`config.mk`:
```
export PLATFORM = sky130hd
export DESIGN_NAME = adm_monitor
export DESIGN_NICKNAME = d
export VERILOG_FILES = /design/src/rtl/adm_pkg.sv /design/src/rtl/adm_monitor.sv
export SDC_FILE = /design/constraint.sdc
export NUM_CORES = 1
export LEC_CHECK = 0
export BUFFER_PORTS_ARGS = -buffer_cell sky130_fd_sc_hd__buf_2
export CORE_MARGIN = 2
export CORE_UTILIZATION = 54
export DETAILED_ROUTE_END_ITERATION = 12
export MAX_ROUTING_LAYER = met4
export PLACE_DENSITY = 0.82
export SLEW_MARGIN = 0
export SYNTH_ARGS = -nofsm -noshare
export SYNTH_HDL_FRONTEND = slang
export SYNTH_SLANG_ARGS = --single-unit
```
`constraint.sdc`:
```
create_clock -name CORE_CLK -period 3.45 [get_ports CORE_CLK]
set_input_delay 0.1725 -clock CORE_CLK [delete_from_list [all_inputs] [get_ports CORE_CLK]]
set_output_delay 0.1725 -clock CORE_CLK [all_outputs]
set_load 0.03 [all_outputs]
```
`src/rtl/adm_pkg.sv`:
```
// Purpose: shared constants for the conversion result monitor
// Assumes: 32-bit classic Wishbone register access, byte addresses
// Notes: control layout is shared by both monitor units
package adm_pkg;
   // register byte offsets
   localparam logic [7:0] MON0_CONTROL_OFS = 8'h00;
   localparam logic [7:0] MON1_CONTROL_OFS = 8'h04;
   localparam logic [7:0] MON0_THRESHOLD_OFS = 8'h08;
   localparam logic [7:0] MON1_THRESHOLD_OFS = 8'h0C;
   localparam logic [7:0] IRQ_STATUS_OFS = 8'h10;
   localparam logic [7:0] IRQ_CLEAR_OFS = 8'h14;
   localparam logic [7:0] IRQ_ENABLE_OFS = 8'h18;
   // stride between per-monitor registers
   localparam int MON_STRIDE = 4;
   // control field positions
   localparam int SRC_SEL_LSB = 0;
   localparam int SRC_SEL_W = 4;
   localparam int DIRECTION_BIT = 4;
   localparam int METHOD_BIT = 5;
   localparam int ENABLE_BIT = 7;
   localparam int TARGET_LSB = 8;
   localparam int TARGET_W = 4;
   localparam int CONTROL_W = 12;
   // writable control bits (bit 6 reads as zero)
   localparam logic [11:0] CONTROL_WMASK = 12'hFBF;
   localparam logic [11:0] CONTROL_RESET = 12'h000;
   // threshold field
   localparam int THRESHOLD_W = 12;
   localparam logic [11:0] THRESHOLD_RESET = 12'h000;
   // counter width holds target plus one
   localparam int COUNT_W = 5;
   // direction and method encodings
   localparam logic DIR_GREATER = 1'b0;
   localparam logic DIR_SMALLER = 1'b1;
   localparam logic METHOD_CONSECUTIVE = 1'b0;
   localparam logic METHOD_CUMULATIVE = 1'b1;
endpackage

```
`src/rtl/adm_monitor.sv`:
```
// Purpose: two conversion result monitors with threshold compare and match counting
// Assumes: conversion done is a one-cycle pulse with result and register index valid
// Notes: per-monitor event pulses plus one gated level interrupt
//
// What this block does
// - consecutive mode fires once successive matches reach the count target
// - consecutive mode fires on every further match after the target is passed
// - consecutive mode clears the counter on any failing conversion
// - cumulative mode fires and clears the counter when the total reaches target
// - cumulative mode keeps the counter unchanged on a failing conversion
// - direction 0 matches a result greater than the threshold
// - direction 1 matches a result smaller than the threshold
// - compare on every completed conversion of the selected source register
// - a matching result increments the match counter
// - monitor 0 threshold is 12 write-only bits, upper bits read zero
// - count target field value plus one is the required match count
// - method bit 0 selects consecutive, 1 selects cumulative counting
//
// Chosen here: the register addresses and the Wishbone slave port.
`timescale 1ns/1ps
module adm_monitor #(
   parameter int NUM_MON = 2,
   parameter int ADR_W = 8
) (
   // clock and reset
   input wire logic CORE_CLK,
   input wire logic RST,
   // wishbone slave
   input wire logic WB_CYC_I,
   input wire logic WB_STB_I,
   input wire logic WB_WE_I,
   input wire logic [ADR_W-1:0] WB_ADR_I,
   input wire logic [3:0] WB_SEL_I,
   input wire logic [31:0] WB_DAT_I,
   output logic [31:0] WB_DAT_O,
   output logic WB_ACK_O,
   // conversion results from the sequencer
   input wire logic CONV_DONE,
   input wire logic [3:0] CONV_REG_IDX,
   input wire logic [11:0] CONV_RESULT,
   // interrupts
   output logic [NUM_MON-1:0] MONITOR_IRQ,
   output logic IRQ
);

   // refuse sizes the decode and the read select cannot serve
   generate
      if (NUM_MON < 1 || NUM_MON > 2) begin : g_bad_num
         $error("NUM_MON must be 1 or 2");
      end
      if (ADR_W < 5) begin : g_bad_adr
         $error("ADR_W must be at least 5");
      end
   endgenerate

   ////////////////////////////////////////////////////////////////////////////
   // bus decode

   logic ack_reg;
   logic [31:0] rdata_reg;
   logic [NUM_MON-1:0] status_reg;
   logic [NUM_MON-1:0] enable_reg;
   logic [NUM_MON-1:0] event_reg;
   wire [NUM_MON*adm_pkg::CONTROL_W-1:0] ctrl_flat;
   wire [NUM_MON-1:0] event_now;

   wire bus_req = WB_CYC_I & WB_STB_I & ~ack_reg;
   wire bus_wr = bus_req & WB_WE_I;
   // offsets fit in five bits, so any address width from five up decodes them
   wire [ADR_W-1:0] word_ofs = {WB_ADR_I[ADR_W-1:2], 2'b00};
   wire [31:0] byte_mask = {{8{WB_SEL_I[3]}}, {8{WB_SEL_I[2]}}, {8{WB_SEL_I[1]}}, {8{WB_SEL_I[0]}}};
   wire hit_ctrl0 = word_ofs == ADR_W'(adm_pkg::MON0_CONTROL_OFS);
   wire hit_ctrl1 = word_ofs == ADR_W'(adm_pkg::MON1_CONTROL_OFS);
   wire hit_thr0 = word_ofs == ADR_W'(adm_pkg::MON0_THRESHOLD_OFS);
   wire hit_thr1 = word_ofs == ADR_W'(adm_pkg::MON1_THRESHOLD_OFS);
   wire hit_status = word_ofs == ADR_W'(adm_pkg::IRQ_STATUS_OFS);
   wire hit_clear = word_ofs == ADR_W'(adm_pkg::IRQ_CLEAR_OFS);
   wire hit_enable = word_ofs == ADR_W'(adm_pkg::IRQ_ENABLE_OFS);
   wire [NUM_MON-1:0] hit_ctrl = NUM_MON'({hit_ctrl1, hit_ctrl0});
   wire [NUM_MON-1:0] hit_thr = NUM_MON'({hit_thr1, hit_thr0});
   wire [31:0] wdata_masked = WB_DAT_I & byte_mask;
   wire [NUM_MON-1:0] clear_bits = (bus_wr && hit_clear) ? wdata_masked[NUM_MON-1:0] : '0;

   ////////////////////////////////////////////////////////////////////////////
   // read data select

   logic [NUM_MON*adm_pkg::CONTROL_W-1:0] ctrl_pad;
   assign ctrl_pad = ctrl_flat;

   wire [11:0] ctrl0_rd = ctrl_pad[11:0];
   wire [11:0] ctrl1_rd = (NUM_MON > 1) ? ctrl_pad[NUM_MON*12-1 -: 12] : 12'h000;
   wire [31:0] rd_mux =
      (hit_ctrl0) ? {20'h00000, ctrl0_rd} :
      (hit_ctrl1 && NUM_MON > 1) ? {20'h00000, ctrl1_rd} :
      (hit_status) ? 32'(status_reg) :
      (hit_enable) ? 32'(enable_reg) :
      32'h00000000;
   // thresholds and the clear register are write-only and read as zero

   always_ff @(posedge CORE_CLK or posedge RST) begin
      if (RST) begin
         ack_reg <= 1'b0;
         rdata_reg <= 32'h00000000;
      end else begin
         ack_reg <= bus_req;
         rdata_reg <= bus_req ? rd_mux : 32'h00000000;
      end
   end

   assign WB_ACK_O = ack_reg;
   assign WB_DAT_O = rdata_reg;

   ////////////////////////////////////////////////////////////////////////////
   // monitor units

   genvar i;
   generate
      for (i = 0; i < NUM_MON; i++) begin : g_mon
         logic [11:0] ctrl_reg;
         logic [11:0] ctrl_next;
         logic [11:0] thr_reg;
         logic [11:0] thr_next;
         logic [adm_pkg::COUNT_W-1:0] cnt_reg;
         logic [adm_pkg::COUNT_W-1:0] cnt_next;
         logic fire;

         wire enabled = ctrl_reg[adm_pkg::ENABLE_BIT];
         wire direction = ctrl_reg[adm_pkg::DIRECTION_BIT];
         wire method = ctrl_reg[adm_pkg::METHOD_BIT];
         wire [3:0] src_sel = ctrl_reg[adm_pkg::SRC_SEL_LSB +: adm_pkg::SRC_SEL_W];
         wire [3:0] target = ctrl_reg[adm_pkg::TARGET_LSB +: adm_pkg::TARGET_W];
         wire [adm_pkg::COUNT_W-1:0] need = {1'b0, target} + 5'h01;
         wire sample = CONV_DONE && (CONV_REG_IDX == src_sel);
         wire above = CONV_RESULT > thr_reg;
         wire below = CONV_RESULT < thr_reg;
         wire match = (direction == adm_pkg::DIR_SMALLER) ? below : above;
         wire [adm_pkg::COUNT_W-1:0] cnt_inc = (cnt_reg == 5'h1F) ? cnt_reg : cnt_reg + 5'h01;

         // register writes with byte lanes; thresholds written regardless of enable
         // selected lanes take the new bits, zeros included, so a write can disable
         assign ctrl_next = (bus_wr && hit_ctrl[i]) ?
            (((ctrl_reg & ~byte_mask[11:0]) | wdata_masked[11:0]) & adm_pkg::CONTROL_WMASK) :
            ctrl_reg;
         assign thr_next = (bus_wr && hit_thr[i]) ?
            ((thr_reg & ~byte_mask[11:0]) | wdata_masked[11:0]) : thr_reg;

         // counting and event generation
         always_comb begin
            cnt_next = cnt_reg;
            fire = 1'b0;
            if (!enabled) begin
               cnt_next = '0;
            end else if (sample) begin
               if (method == adm_pkg::METHOD_CONSECUTIVE) begin
                  if (match) begin
                     cnt_next = cnt_inc;
                     fire = cnt_inc >= need;
                  end else begin
                     cnt_next = '0;
                  end
               end else begin
                  if (match) begin
                     if (cnt_inc >= need) begin
                        cnt_next = '0;
                        fire = 1'b1;
                     end else begin
                        cnt_next = cnt_inc;
                     end
                  end else begin
                     cnt_next = cnt_reg;
                  end
               end
            end
         end

         always_ff @(posedge CORE_CLK or posedge RST) begin
            if (RST) begin
               ctrl_reg <= adm_pkg::CONTROL_RESET;
               thr_reg <= adm_pkg::THRESHOLD_RESET;
               cnt_reg <= '0;
            end else begin
               ctrl_reg <= ctrl_next;
               thr_reg <= thr_next;
               cnt_reg <= cnt_next;
            end
         end

         assign ctrl_flat[i*12 +: 12] = ctrl_reg;
         assign event_now[i] = fire;
      end
   endgenerate

   ////////////////////////////////////////////////////////////////////////////
   // interrupt status, clear and enable

   wire [NUM_MON-1:0] status_next = event_now | (status_reg & ~clear_bits);
   wire [NUM_MON-1:0] enable_next = (bus_wr && hit_enable) ?
      ((enable_reg & ~byte_mask[NUM_MON-1:0]) | wdata_masked[NUM_MON-1:0]) : enable_reg;

   always_ff @(posedge CORE_CLK or posedge RST) begin
      if (RST) begin
         status_reg <= '0;
         enable_reg <= '0;
         event_reg <= '0;
      end else begin
         status_reg <= status_next;
         enable_reg <= enable_next;
         event_reg <= event_now;
      end
   end

   assign MONITOR_IRQ = event_reg;
   assign IRQ = |(status_reg & enable_reg);

endmodule

```
==> reports/results.txt <==
Outcome: finished clean
Post-CTS Setup Inserts: 0
Chip Height: 93.7 um
Final worst-path cycle share: 83.9%
Mapped Cells: 431
Ys async rst share: 100%
Core footprint: 7770 um^2
DR pass1 iterations: 4
Tot Pwr: 1.98 mW
# diodes: 0
Util after Layout: 63.9%
Total negative setup slack: 0 ps
Busiest grt layer: met2
Met1 GRT Util: 29.4%
CTS Sinks: 74
CTS tree: done
Initial antenna violation count: 0
Yosys reg bits: 74
Clock-pin transition on the worst setup and hold timing paths: 80 ps
R2R setup slack: 560 ps
PD cells: 398 nW/um^2
Die W: 93.7 um
Share of cells above drive strength 1: 24.6%
GR Overflow Total: 0
Total die area: 8780 um^2
WHS Path Cells: 3
Final ANT Viol Nets: 0
1st-iter DRT viols: 143
Netlist cell types: 47
Crit Path Class: flop to flop
Worst EP arrival: 3130 ps
R2R depth: 11
Routed len/inst: 15.2 um
Synth area leaders: dfrtp_1 (43%), ha_1 (11%), mux2_2 (9.8%)
RD Place Congestion: 0.876
Headroom to the max-slew limit: 47.7%
DRC: 0
Synth Area per Inst: 10.1 um^2
Number of flops mapped to enable cells by yosys: 0
Synth area leader: dfrtp_1
Final setup vio count: 0
F_max: 346 MHz
Worst-case clock buffer depth: 2
CTS buffer count: 9
Port buffer count: 56
Post-CTS sizing: 0
CP max FO: 5
Max_cap viols: 0
P&R area growth vs syn: 14.2%
Post-route minimum period: 2890 ps
Synth Warn #: 0
CTS root buf: clkbuf_8
Area share of the largest cell type after synthesis: 42.6%
Worst Clk Skew: 10.3 ps
CP required: 3690 ps
Grt met2 use: 37.8%
Worst-margin pin slew: 783 ps
Largest net degree at the start of global routing: 40
DR vias: 3,362
Via-to-Cell Ratio: 5.58
Leak: 2.52 nW
Htree depth: 3
Rows: 32
Post-Route WL: 9170 um
Final hold violation count: 0
Top FF cell, synth: dfrtp_1
Vias in the first global route: 3,335
Worst Setup Start Kind: flop
Global-route wire length before repair: 15,300 um
Sequential area share after synthesis: 42.6%
I/O pin count: 102
Effective utilization at floorplan: 56.0%
Max VDD drop: 195 uV
HP Class: primary input to flop
Met3 usage: 3.69%
RSZ-0062 raised after global routing: false
Dpl hpwl: 6980 um
Max-slew violations: 0
Worst Setup End Kind: flop
Syn Std Cell Area: 4350 um^2
GRT Total Usage: 22.9%
Later-pin clock latency in the skew report: 350 ps
Final nets: 599
[metal layers]
metal  vias up  part of all wire, %
met1      1625                   44
li1       1604                    -
met3        14                  5.3
met5         -                    0
met4         0                  1.2
met2       119                   49
[per-stage QoR]
| stage | instances | cell area (um^2) | hold slack, ps | setup WS [ps] |
|---|---|---|---|---|
| floorplan | 451 | 4420 | 289 | 906 |
| global placement | 585 | 4690 | 350 | 726 |
| detailed placement | 585 | 4690 | 364 | 598 |
| CTS | 602 | 4960 | 55.2 | 577 |
| global route | 602 | 4960 | 82.8 | 371 |
| finish | 602 | 4960 | 55.6 | 556 |
[power breakdown]
| group | internal, mW | leakage [nW] | switching [mW] |
|---|---|---|---|
| Sequential | 0.883 | 0.976 | 0.0120 |
| Clock | 0.558 | 0.131 | 0.333 |
| Combinational | 0.0654 | 1.41 | 0.126 |
[critical path: stages (launching register included)]
cell and delay [ps]:
dfrtp_1 450, ha_1 250, and3_1 240, nand2_1 180, mux2_2 380, ha_1 300, a21o_1 160, a21oi_1 150
o21ai_0 130, nand2_1 130, o21ai_1 100, o311ai_1 310
[area by class of cell]
type	count	area (um^2)
fill	610	2810
multi-input combinational	313	2250
sequential	74	1850
timing repair buffer	61	333
clock inverter	6	138
inverter	36	135
clock buffer	10	128
tap	102	128
[cell families after synthesis]
| family | synth area share (%) |
|---|---|
| and+or+nand+nor | 13.3 |
| xor gates and xnor gates | 3.63 |
| other | 0.0863 |
| muxes | 10.1 |
| buffers and inverters | 7.37 |
| DFF | 42.6 |
| adders and majority gates | 10.9 |
| AOI/OAI and AO/OA | 12.0 |
[placed cells by master (no fill, tap or decap), drive strengths merged, types with 5 or more instances in the layout]
master	Yosys	routed
xor2	10	10
a22oi	13	13
conb	1	21
dfrtp	74	74
mux2	38	38
ha	38	38
nor3	5	5
a21o	5	5
nand2	48	48
o21ai	21	21
a21oi	11	11
nand3	13	13
clkbuf	6	10
xnor2	8	8
nand4	9	9
inv	36	37
buf	22	60
nor2	22	22
a211oi	7	7
[cell usage after synthesis, types with 9 or more instances]
cell / number
mux2_2: 38
a21oi_1: 10
dfrtp_1: 74
nand4_1: 9
inv_1: 36
nand3_1: 13
buf_4: 21
nand2_1: 47
o21ai_0: 18
ha_1: 38
a22oi_1: 13
xor2_1: 10
nor2_1: 22
[path summary, 6_finish.rpt]
path	start	to
min in group asynchronous	RST	WB_DAT_O[10]
worst min-delay path	WB_DAT_I[6]	flop
worst max-delay path	g_mon[0].cnt_reg[0]	g_mon[0].cnt_reg[0]
worst max register to register	g_mon[0].cnt_reg[0]	g_mon[0].cnt_reg[0]
worst min register to register	flop	flop
max in group asynchronous	RST	g_mon[0].cnt_reg[3]
[what timing repair did]
item | CTS | global route
endpoints found under the setup margin | 0 | 0
endpoints found under the hold margin | 16 | 0
hold buffers | 1 | 0
No activity file was read; power rests on OpenSTA's default activity.
